--- src/aarc_consts.vh ---
`ifndef AARC_CONSTS_VH
`define AARC_CONSTS_VH

// ----------------------------------------------------------------
// register addresses
// ----------------------------------------------------------------
`define AARC_ADDR_W        8
`define AARC_DATA_W        16
`define AARC_OFS_AUX4      8'h9b
`define AARC_OFS_USB       8'h9c
`define AARC_OFS_LINE      8'h9d
`define AARC_OFS_BATT      8'h9e
`define AARC_OFS_TEMP      8'h9f
`define AARC_OFS_CMP_EN    8'ha3
`define AARC_OFS_CMP1      8'ha4
`define AARC_OFS_IRQ_STAT  8'hb0
`define AARC_OFS_IRQ_CLR   8'hb1
`define AARC_OFS_IRQ_EN    8'hb2

// ----------------------------------------------------------------
// field layout
// ----------------------------------------------------------------
`define AARC_RES_W         12
`define AARC_RES_MSB       11
`define AARC_RES_LSB       0
`define AARC_SCALE_MSB     14
`define AARC_SCALE_LSB     13
`define AARC_REF_BIT       12
`define AARC_SRC_MSB       15
`define AARC_SRC_LSB       13
`define AARC_ABOVE_BIT     12
`define AARC_NUM_CMP       4
`define AARC_CMP1_BIT      0

// ----------------------------------------------------------------
// source codes
// ----------------------------------------------------------------
`define AARC_SRC_AUX4      3'h3
`define AARC_SRC_USB       3'h4
`define AARC_SRC_LINE      3'h5
`define AARC_SRC_BATT      3'h6
`define AARC_SRC_TEMP      3'h7

// ----------------------------------------------------------------
// reset values
// ----------------------------------------------------------------
`define AARC_RST_SCALE     2'h3
`define AARC_RST_REF       1'h1
`define AARC_RST_RES       12'h000
`define AARC_RST_EN        4'h0
`define AARC_RST_SRC       3'h0
`define AARC_RST_ABOVE     1'h0
`define AARC_RST_WORD      16'h0000

`endif

--- src/aarc_cmp.v ---
`timescale 1ns/1ps
`default_nettype none
`include "aarc_consts.vh"

module aarc_cmp #(
   parameter RES_W = `AARC_RES_W
) (
   input  wire             enable_in,    // comparator enable
   input  wire [2:0]       source_in,    // selected source code
   input  wire             above_in,     // 1 flags above threshold
   input  wire [RES_W-1:0] threshold_in, // unsigned threshold
   input  wire             res_valid_in, // new result strobe
   input  wire [2:0]       res_src_in,   // source of new result
   input  wire [RES_W-1:0] res_data_in,  // new result value
   output wire             hit_out       // qualifying result, pulse
);

   // ----------------------------------------------------------------
   // threshold compare
   // ----------------------------------------------------------------
   wire is_above;
   wire is_below;
   wire match;

   // direct unsigned compare against the threshold
   assign is_above = (res_data_in > threshold_in);
   assign is_below = (res_data_in < threshold_in);
   // only a new result of the selected source counts
   assign match    = res_valid_in & (res_src_in == source_in);
   // direction select, disabled raises nothing
   assign hit_out  = enable_in & match &
                     (above_in ? is_above : is_below);

endmodule // aarc_cmp
`default_nettype wire

--- src/aarc_top.v ---
`timescale 1ns/1ps
`default_nettype none
`include "aarc_consts.vh"

module aarc_top #(
   parameter ADDR_W = `AARC_ADDR_W,
   parameter DATA_W = `AARC_DATA_W,
   parameter RES_W  = `AARC_RES_W,
   parameter NCMP   = `AARC_NUM_CMP
) (
   input  wire              ref_clk_in,            // 40 mhz clock
   input  wire              rst_n_in,              // async reset, low
   input  wire [ADDR_W-1:0] addr_in,               // register address
   input  wire [DATA_W-1:0] wr_data_in,            // write data
   input  wire              wr_en_in,              // write strobe
   input  wire              rd_en_in,              // read strobe
   output reg  [DATA_W-1:0] rd_data_out,           // read data, next cycle
   input  wire              res_valid_in,          // converter result strobe
   input  wire [2:0]        res_src_in,            // converter result source
   input  wire [RES_W-1:0]  res_data_in,           // converter result value
   output reg  [1:0]        input4_scale_sel_out,  // input 4 scaling
   output reg               input4_reference_sel_out, // input 4 reference
   output reg  [NCMP-1:0]   cmp_enables_out,       // comparator enables
   output reg               irq_out                // level interrupt
);

   // ----------------------------------------------------------------
   // state
   // ----------------------------------------------------------------
   reg [1:0]       scale_ff;
   reg             ref_ff;
   reg [RES_W-1:0] input4_result_ff;
   reg [RES_W-1:0] usb_supply_result_ff;
   reg [RES_W-1:0] adaptor_supply_result_ff;
   reg [RES_W-1:0] battery_result_ff;
   reg [RES_W-1:0] die_temp_result_ff;
   reg [NCMP-1:0]  cmp_en_ff;
   reg [2:0]       cmp_one_source_ff;
   reg             cmp_one_above_mode_ff;
   reg [RES_W-1:0] cmp_one_threshold_ff;
   reg [NCMP-1:0]  irq_stat_ff;
   reg [NCMP-1:0]  irq_en_ff;

   reg [NCMP-1:0]   nxt_irq_stat;
   reg [NCMP-1:0]   nxt_irq_en;
   reg [DATA_W-1:0] nxt_rd_data;
   reg [NCMP-1:0]   evt;
   reg [NCMP-1:0]   clr;

   wire cmp_one_hit;

   // ----------------------------------------------------------------
   // write decode
   // ----------------------------------------------------------------
   wire wr_aux4   = wr_en_in & (addr_in == `AARC_OFS_AUX4);
   wire wr_cmp_en = wr_en_in & (addr_in == `AARC_OFS_CMP_EN);
   wire wr_cmp1   = wr_en_in & (addr_in == `AARC_OFS_CMP1);
   wire wr_clr    = wr_en_in & (addr_in == `AARC_OFS_IRQ_CLR);
   wire wr_irq_en = wr_en_in & (addr_in == `AARC_OFS_IRQ_EN);

   // ----------------------------------------------------------------
   // input 4 setup
   // ----------------------------------------------------------------
   // scale and reference are the writable part of the input 4 word
   always @(posedge ref_clk_in or negedge rst_n_in) begin
      if (!rst_n_in) begin
         scale_ff <= `AARC_RST_SCALE;
         ref_ff   <= `AARC_RST_REF;
      end else if (wr_aux4) begin
         scale_ff <= wr_data_in[`AARC_SCALE_MSB:`AARC_SCALE_LSB];
         ref_ff   <= wr_data_in[`AARC_REF_BIT];
      end
   end

   // ----------------------------------------------------------------
   // result capture
   // ----------------------------------------------------------------
   // each result of sources 3 to 7 lands in its own read-only field
   always @(posedge ref_clk_in or negedge rst_n_in) begin
      if (!rst_n_in) begin
         input4_result_ff         <= `AARC_RST_RES;
         usb_supply_result_ff     <= `AARC_RST_RES;
         adaptor_supply_result_ff <= `AARC_RST_RES;
         battery_result_ff        <= `AARC_RST_RES;
         die_temp_result_ff       <= `AARC_RST_RES;
      end else if (res_valid_in) begin
         case (res_src_in)
            `AARC_SRC_AUX4: begin
               input4_result_ff <= res_data_in;
            end
            `AARC_SRC_USB: begin
               usb_supply_result_ff <= res_data_in;
            end
            `AARC_SRC_LINE: begin
               adaptor_supply_result_ff <= res_data_in;
            end
            `AARC_SRC_BATT: begin
               battery_result_ff <= res_data_in;
            end
            `AARC_SRC_TEMP: begin
               die_temp_result_ff <= res_data_in;
            end
            default: begin
               // inputs 1 to 3 are held elsewhere
            end
         endcase
      end
   end

   // ----------------------------------------------------------------
   // comparator control
   // ----------------------------------------------------------------
   // enables for all four, setup for comparator 1
   always @(posedge ref_clk_in or negedge rst_n_in) begin
      if (!rst_n_in) begin
         cmp_en_ff             <= `AARC_RST_EN;
         cmp_one_source_ff     <= `AARC_RST_SRC;
         cmp_one_above_mode_ff <= `AARC_RST_ABOVE;
         cmp_one_threshold_ff  <= `AARC_RST_RES;
      end else begin
         if (wr_cmp_en) begin
            cmp_en_ff <= wr_data_in[NCMP-1:0];
         end
         if (wr_cmp1) begin
            cmp_one_source_ff <=
               wr_data_in[`AARC_SRC_MSB:`AARC_SRC_LSB];
            cmp_one_above_mode_ff <=
               wr_data_in[`AARC_ABOVE_BIT];
            cmp_one_threshold_ff <=
               wr_data_in[`AARC_RES_MSB:`AARC_RES_LSB];
         end
      end
   end

   // comparator 1 watches the live result stream
   aarc_cmp #(
      .RES_W        (RES_W)
   ) u_cmp_one (
      .enable_in    (cmp_en_ff[`AARC_CMP1_BIT]),
      .source_in    (cmp_one_source_ff),
      .above_in     (cmp_one_above_mode_ff),
      .threshold_in (cmp_one_threshold_ff),
      .res_valid_in (res_valid_in),
      .res_src_in   (res_src_in),
      .res_data_in  (res_data_in),
      .hit_out      (cmp_one_hit)
   );

   // ----------------------------------------------------------------
   // interrupt status
   // ----------------------------------------------------------------
   // sticky flags, a new event wins over a same-cycle clear
   always @* begin
      evt = {NCMP{1'b0}};
      evt[`AARC_CMP1_BIT] = cmp_one_hit;
      clr = wr_clr ? wr_data_in[NCMP-1:0] : {NCMP{1'b0}};
      nxt_irq_stat = (irq_stat_ff & ~clr) | evt;
      nxt_irq_en = wr_irq_en ? wr_data_in[NCMP-1:0] : irq_en_ff;
   end

   always @(posedge ref_clk_in or negedge rst_n_in) begin
      if (!rst_n_in) begin
         irq_stat_ff <= `AARC_RST_EN;
         irq_en_ff   <= `AARC_RST_EN;
         irq_out     <= 1'b0;
      end else begin
         irq_stat_ff <= nxt_irq_stat;
         irq_en_ff   <= nxt_irq_en;
         irq_out     <= |(nxt_irq_stat & nxt_irq_en);
      end
   end

   // ----------------------------------------------------------------
   // read mux
   // ----------------------------------------------------------------
   // unmapped and write-only addresses read as zero
   always @* begin
      nxt_rd_data = `AARC_RST_WORD;
      if (rd_en_in) begin
         case (addr_in)
            `AARC_OFS_AUX4: begin
               nxt_rd_data[`AARC_SCALE_MSB:`AARC_SCALE_LSB] = scale_ff;
               nxt_rd_data[`AARC_REF_BIT] = ref_ff;
               nxt_rd_data[`AARC_RES_MSB:`AARC_RES_LSB] =
                  input4_result_ff;
            end
            `AARC_OFS_USB: begin
               nxt_rd_data[`AARC_RES_MSB:`AARC_RES_LSB] =
                  usb_supply_result_ff;
            end
            `AARC_OFS_LINE: begin
               nxt_rd_data[`AARC_RES_MSB:`AARC_RES_LSB] =
                  adaptor_supply_result_ff;
            end
            `AARC_OFS_BATT: begin
               nxt_rd_data[`AARC_RES_MSB:`AARC_RES_LSB] =
                  battery_result_ff;
            end
            `AARC_OFS_TEMP: begin
               nxt_rd_data[`AARC_RES_MSB:`AARC_RES_LSB] =
                  die_temp_result_ff;
            end
            `AARC_OFS_CMP_EN: begin
               nxt_rd_data[NCMP-1:0] = cmp_en_ff;
            end
            `AARC_OFS_CMP1: begin
               nxt_rd_data[`AARC_SRC_MSB:`AARC_SRC_LSB] = cmp_one_source_ff;
               nxt_rd_data[`AARC_ABOVE_BIT] = cmp_one_above_mode_ff;
               nxt_rd_data[`AARC_RES_MSB:`AARC_RES_LSB] =
                  cmp_one_threshold_ff;
            end
            `AARC_OFS_IRQ_STAT: begin
               nxt_rd_data[NCMP-1:0] = irq_stat_ff;
            end
            `AARC_OFS_IRQ_EN: begin
               nxt_rd_data[NCMP-1:0] = irq_en_ff;
            end
            default: begin
               nxt_rd_data = `AARC_RST_WORD;
            end
         endcase
      end
   end

   // ----------------------------------------------------------------
   // output registers
   // ----------------------------------------------------------------
   // outputs mirror the control flops, read data lasts one cycle
   always @(posedge ref_clk_in or negedge rst_n_in) begin
      if (!rst_n_in) begin
         rd_data_out              <= `AARC_RST_WORD;
         input4_scale_sel_out     <= `AARC_RST_SCALE;
         input4_reference_sel_out <= `AARC_RST_REF;
         cmp_enables_out          <= `AARC_RST_EN;
      end else begin
         rd_data_out <= nxt_rd_data;
         input4_scale_sel_out <= wr_aux4 ?
            wr_data_in[`AARC_SCALE_MSB:`AARC_SCALE_LSB] : scale_ff;
         input4_reference_sel_out <= wr_aux4 ?
            wr_data_in[`AARC_REF_BIT] : ref_ff;
         cmp_enables_out <= wr_cmp_en ? wr_data_in[NCMP-1:0] : cmp_en_ff;
      end
   end

endmodule // aarc_top
`default_nettype wire

--- config.mk ---
export PLATFORM = sky130hd
export DESIGN_NAME = aarc_top
export DESIGN_NICKNAME = d
export VERILOG_FILES = /design/src/aarc_cmp.v /design/src/aarc_top.v
export VERILOG_INCLUDE_DIRS = /design/src /design/src/src
export SDC_FILE = /design/constraint.sdc
export NUM_CORES = 1
export LEC_CHECK = 0
export BUFFER_PORTS_ARGS = -buffer_cell sky130_fd_sc_hd__clkbuf_2
export CORE_MARGIN = 1.5
export CORE_UTILIZATION = 57
export CTS_CLUSTER_SIZE = 30
export DETAILED_ROUTE_END_ITERATION = 8
export HOLD_SLACK_MARGIN = 0.06
export PLACE_DENSITY = 0.91
export SLEW_MARGIN = 40
export SYNTH_ARGS = -nofsm -noshare
export SYNTH_HDL_FRONTEND = slang
export SYNTH_SLANG_ARGS = --single-unit
--- constraint.sdc ---
create_clock -name ref_clk_in -period 2.2 [get_ports ref_clk_in]
set_input_delay 0.11 -clock ref_clk_in [delete_from_list [all_inputs] [get_ports ref_clk_in]]
set_output_delay 0.11 -clock ref_clk_in [all_outputs]
set_load 0.1 [all_outputs]
==> impl_metrics.toml, run 1 <==
[place]
portBuffers = 67
place.gp.congestion = 0.875
dp_hpwl_um = 8530
place_ws_ps = 52.8

[yosys]
syn_nets = 434
yosysSeqAreaShare_pct = 54.0
async_reset_ff_share_pct = 100
ys.flop_type = "dfrtp_1"
syn_area_um2 = 5010
synth_edf_count = 0
avgSynthCellArea_um2 = 13.2
ys_seq_elements = 108
syn-instance-count = 378
ys_warn_count = 0
ys_types = 49

[power_and_ir_drop]
p_sw_share_pct = 28.7
intPower_mw = 3.06
seqPwrFrac_pct = 56.2
power_mw = 4.29
p_clk_share_pct = 26.6
combPwrFrac_pct = 17.2
pwr_density_cell_nw_per_um2 = 714
p_sw_mw = 1.23
peakVddDrop_mv = 0.380
p_leak_nw = 2.78

[status]
status = "finished, violations left"
violations = "negative setup slack"

[drt]
vias = 3728
routed_wl_um = 12900
antenna_left = 0
initialDrtViolationCount = 317
drc = 0
via_per_inst = 6.27
dr.pass1.iters = 5
wl_per_cell_um = 21.7

[worst_setup_path]
start_kind = "input pin"
arrival_ps = 2520
end_kind = "flop"
critical_path_required_ps = 2470
critPathMaxFanout = 4
crit_type = "input pin to flop"

[cts]
path_clk_slew_ps = 110
worstSkewPairLatency_ps = 380
clock-sinks = 108
cts_tree = "yes"
clk_path_buf_depth = 2
htreeDepth = 3
root_buffer = "clkbuf_8"
cts_buffers = 9

[floorplanning]
dieArea_um2 = 9360
fp-row-count = 34
boundaryPins = 68
start_util_pct = 58.0
core_area_um2 = 8640
chipHeight_um = 96.7
die_x_um = 96.7

[global_route]
grt_max_degree = 58
grt_pass1_wl_um = 20400
grtUsageTotal_pct = 28.0
grt_pass1_vias = 3947
gr-total-overflow = 0
antenna_found_initial = 0

[finish]
final_common_cell = "dfrtp_1"
diodes = 0
areaGrowthSynthToFinish_pct = 19.9
fin_nets = 538
nFillCells = 534
drive_above_1_share_pct = 39.0
layout_common_cells = "105 x dfrtp_1, 66 x clkbuf_2, 64 x mux2_2"

[timing]
timing.final.ws_setup_ps = -57.0
skew_ps = 11.1
fin_crit_sh_pct = 103
worstMarginPinSlew_ps = 612
fmax_mhz = 443
setup_viol_count_final = 1
final_hold_viol_count = 0
rsz0062_at_grt = "yes"
slew_violations = 0
slew-limit-headroom_pct = 59.0
period_needed_ps = 2260

[flow_run]
cap_viol_max_count = 0

[min_path]
min_path_type = "input pin to flop"
state kept, by name (all words and copies together) (netlist names):
| register | cells |
|---|---|
| cmp_one_threshold_ff | 12 |
| input4_reference_sel_out | 1 |
| irq_stat_ff | 4 |
| input4_scale_sel_out | 2 |
| cmp_one_source_ff | 3 |
| rd_data_out | 16 |
| battery_result_ff | 12 |
| die_temp_result_ff | 12 |
| irq_en_ff | 4 |
| irq_out | 1 |
| cmp_enables_out | 4 |
| adaptor_supply_result_ff | 12 |
| usb_supply_result_ff | 12 |
| cmp_one_above_mode_ff | 1 |
| input4_result_ff | 12 |
Yosys cell counts, types with 2 or more instances:
cell type,n,area share (%)
dfrtp_1,105,52
a21oi_1,9,0.90
mux4_2,5,2.2
clkbuf_1,8,0.60
inv_1,12,0.90
dfstp_2,3,1.6
mux2_1,26,5.8
a21o_1,2,0.30
nor2b_1,6,0.75
mux2i_1,4,0.80
a21boi_1,8,1.2
buf_2,5,0.50
a22oi_1,19,2.8
ha_1,12,3.0
o22ai_1,4,0.50
nor3b_2,2,0.50
xor2_1,3,0.52
nor2_1,7,0.52
nand3b_1,2,0.30
mux2_2,64,14
nand2_1,24,1.8
o21ai_0,4,0.40
nand3_1,4,0.40
nand4_1,4,0.50
nand4b_1,2,0.35
a21boi_0,3,0.45
nor2_2,2,0.25
nor3_1,2,0.20
a221oi_1,7,1.2
cells by family after synthesis:
family,Yosys count,synth area share [%]
compound gates,64,9.20
xor+xnor,3,0.525
fa+ha+maj,12,3.00
buf+inv,27,2.22
flops,108,54.0
mux,99,23.3
simple gates,65,7.72
final cells by class:
type	instances	area, um2	share of cell area (%)
Clock buffer	9	124	2.06
Multi-Input combinational cell	243	2210	36.9
Sequential cell	108	2710	45.1
Inverter	12	45.0	0.750
Tap cell	108	135	2.25
Clock inverter	7	57.6	0.959
Timing Repair Buffer	108	721	12.0
what timing repair did:
action,4_1_cts,5_1_grt
gates resized for setup,0,5
setup endpoints to repair,0,1
hold endpoints to repair,87,0
hold buffers,20,0
setup buffers,0,4
layer usage:
| layer | GRT usage [%] | wire length (um) |
|---|---|---|
| met1 | 35.0 | 5110 |
| met3 | 7.30 | 957 |
| met2 | 44.5 | 6240 |
| met5 | 0 | 0 |
| met4 | 15.5 | 615 |
worst max-delay path, stage by stage:
cell and delay [ps]:
dlygate4sd3_1 540, clkbuf_2 140, ha_1 370, a21oi_1 170, nand2_1 70, a21o_1 190
o311a_1 350, a211o_1 270, a221o_1 320
per-stage QoR:
stage          cell area, um2  hold slack, ps  utilization [%]  setup TNS, ps  cells
3_3_place_gp             5550             200             64.2              0    554
5_1_grt                  6000            68.5             69.5           -120    595
2_1_floorplan            5010            -186                -              0    378
6_report                 6000            74.1             69.5          -57.0    595
4_1_cts                  5930            65.2             68.6              0    590
3_5_place_dp             5550             217             64.2              0    554
power groups by stage:
stage,logic (mW),clock network [mW],registers [mW]
after floorplan,0.412,0,2.43
after global placement,0.636,0,2.40
after detailed placement,0.673,0,2.44
after CTS,0.705,1.15,2.40
after global routing,0.792,1.24,2.44
final,0.738,1.14,2.41
final timing paths:
kind                                                     startpoint                                    to  slack (ps)  depth (start not counted)
worst max-delay path                                res_data_in[10]                     irq_out$_DFF_PN0_         -60                          9
worst min-delay path                                res_data_in[11]     battery_result_ff[11]$_DFFE_PN0P_          70                          2
worst max register to register  cmp_one_threshold_ff[1]$_DFFE_PN0P_                     irq_out$_DFF_PN0_         -50                          8
worst min register to register    die_temp_result_ff[0]$_DFFE_PN0P_     die_temp_result_ff[0]$_DFFE_PN0P_         500                          2
max in group asynchronous                                  rst_n_in  input4_reference_sel_out$_DFFE_PN1P_        1530                          3
min in group asynchronous                                  rst_n_in     die_temp_result_ff[5]$_DFFE_PN0P_         110                          2
(Power assumes the default switching activity.)
==> run 2, diff against run 1 <==
--- a/config.mk
+++ b/config.mk
@@ -6,13 +6,13 @@
 export SDC_FILE = /design/constraint.sdc
 export NUM_CORES = 1
 export LEC_CHECK = 0
-export BUFFER_PORTS_ARGS = -buffer_cell sky130_fd_sc_hd__clkbuf_2
 export CORE_MARGIN = 1.5
 export CORE_UTILIZATION = 57
 export CTS_CLUSTER_SIZE = 30
 export DETAILED_ROUTE_END_ITERATION = 8
+export DONT_BUFFER_PORTS = 1
 export HOLD_SLACK_MARGIN = 0.06
-export PLACE_DENSITY = 0.91
+export PLACE_DENSITY = 0.87
 export SLEW_MARGIN = 40
 export SYNTH_ARGS = -nofsm -noshare
 export SYNTH_HDL_FRONTEND = slang
==> constraint.sdc (replaced) <==
create_clock -name ref_clk_in -period 2 [get_ports ref_clk_in]
set_input_delay 0.5 -clock ref_clk_in [delete_from_list [all_inputs] [get_ports ref_clk_in]]
set_output_delay 0.5 -clock ref_clk_in [all_outputs]
set_load 0.1 [all_outputs]
==> impl_metrics.toml, run 2 (same netlist as run 1, synthesis figures left out) <==
[finish]
drive_above_1_share_pct = 34.4
fin_util_pct = 65.1
areaGrowthSynthToFinish_pct = 12.2
largest_register_ff_count = 16
top_register = "rd_data_out"
layout_common_cells = "103 x dfrtp_1, 64 x mux2_2, 39 x buf_4"
final_common_cell = "dfrtp_1"
fin_nets = 470

[global_route]
grt_pass1_vias = 3747
antenna_found_initial = 2
grtUsageTotal_pct = 26.6
grt_max_degree = 109
gr-total-overflow = 0
grt_pass1_wl_um = 19400

[place]
place.gp.congestion = 0.887
portBuffers = 0
dp_hpwl_um = 8230

[timing]
fin_crit_sh_pct = 107
worstMarginPinSlew_ps = 621
slew-limit-headroom_pct = 58.5
fmax_mhz = 469
timing.final.ws_setup_ps = -132
slew_violations = 0
setup_viol_count_final = 1
rsz0062_at_grt = "yes"
period_needed_ps = 2130
whs_ps = -191
skew_ps = 10.7
final_hold_viol_count = 107

[cts]
cts_buffers = 9
clk_path_buf_depth = 2
clock-sinks = 108
path_clk_slew_ps = 100
root_buffer = "clkbuf_8"
worstSkewPairLatency_ps = 370
htreeDepth = 3
cts_tree = "yes"

[flow_run]
cap_viol_max_count = 0

[worst_setup_path]
crit_type = "flop to flop"
r2r_cells = 8
end_kind = "flop"
arrival_ps = 2390
rrSetupSlack_ps = -130
r2r_end = "irq_out$_DFF_PN0_"
r2r-start = "cmp_one_threshold_ff[1]$_DFFE_PN0P_"
critical_path_required_ps = 2260
critPathMaxFanout = 2
start_kind = "flop"

[drt]
routed_wl_um = 11800
via_per_inst = 6.33
dr.pass1.iters = 5
antenna_left = 0
wl_per_cell_um = 22.4
vias = 3340
initialDrtViolationCount = 206
drc = 0

[power_and_ir_drop]
pwr_density_cell_nw_per_um2 = 794
power_mw = 4.46
p_leak_nw = 2.51
peakVddDrop_mv = 0.424

[floorplanning]
chipHeight_um = 96.7
start_util_pct = 58.0
dieArea_um2 = 9360
boundaryPins = 68
core_area_um2 = 8640
fp-row-count = 34
die_x_um = 96.7

[status]
violations = "negative hold slack, negative setup slack"
status = "finished, violations left"

[min_path]
min_path_type = "input pin to async pin"
run 2: cell count changes in the layout (fill, tap and decap cells not counted), sizes merged:
cell,delta
clkinv,+1
inv,-1
buf,+18
dlygate4sd3,-20
clkinvlp,-1
diode,+1
clkbuf,-65
run 2: worst max-delay path: stages, from the launching register on:
cell,delay (ps)
dfrtp_1,400
inv_2,80
ha_4,200
nor2b_1,130
o211ai_1,180
a211oi_2,100
o311a_1,340
a211o_1,250
a221o_1,330
run 2: area by class of cell:
type                    count  area (um2)
fillers                   599        3020
flip-flops and latches    108        2710
diodes                      1        2.50
clock buffers              10         128
repair buffers             40         313
multi-input cells         243        2240
inverters                  12        45.0
clock inverters             6        47.5
well taps                 108         135
run 2: what timing repair did:
action                     CTS  global route
setup endpoints to repair    1             1
pin swaps                    2             0
gates resized for setup      1             0
buffers inserted             1             0
hold endpoints to repair   108           108
run 2: per-layer routing:
metal | share of wire, % | global-route usage [%] | up-vias
li1 | - | - | 1468
met1 | 41 | 33.2 | 1690
met2 | 49 | 44.3 | 137
met3 | 6.8 | 7.37 | 43
met4 | 3.2 | 10.5 | 2
met5 | 0.11 | 0 | -
run 2: how the worst max path moves through the flow:
stage,to,cells past startpoint,start
after global placement,irq_out$_DFF_PN0_,7,res_data_in[1]
after floorplan,irq_out$_DFF_PN0_,6,addr_in[3]
after CTS,irq_out$_DFF_PN0_,8,cmp_one_threshold_ff[1]$_DFFE_PN0P_
after detailed placement,irq_out$_DFF_PN0_,7,res_data_in[1]
after global routing,irq_out$_DFF_PN0_,8,cmp_one_threshold_ff[1]$_DFFE_PN0P_
final,irq_out$_DFF_PN0_,8,cmp_one_threshold_ff[1]$_DFFE_PN0P_
run 2: where the power goes:
| part | switching [mW] | internal (mW) | leakage, nW |
|---|---|---|---|
| combinational | 0.211 | 0.354 | 1.05 |
| sequential | 0.191 | 2.48 | 1.37 |
| clock | 0.762 | 0.465 | 0.0873 |
| total | 1.16 | 3.30 | 2.51 |
run 2: stage by stage:
step / worst slack (ps) / hold slack [ps] / setup TNS [ps] / cells / cell area (um2)
3_5_place_dp: -190 / 207 / -190 / 510 / 5440
4_1_cts: -137 / -198 / -137 / 527 / 5620
3_3_place_gp: -118 / 208 / -118 / 510 / 5430
5_1_grt: -210 / -203 / -210 / 527 / 5620
2_1_floorplan: -75.2 / 204 / -75.2 / 378 / 5060
6_report: -132 / -191 / -132 / 528 / 5620
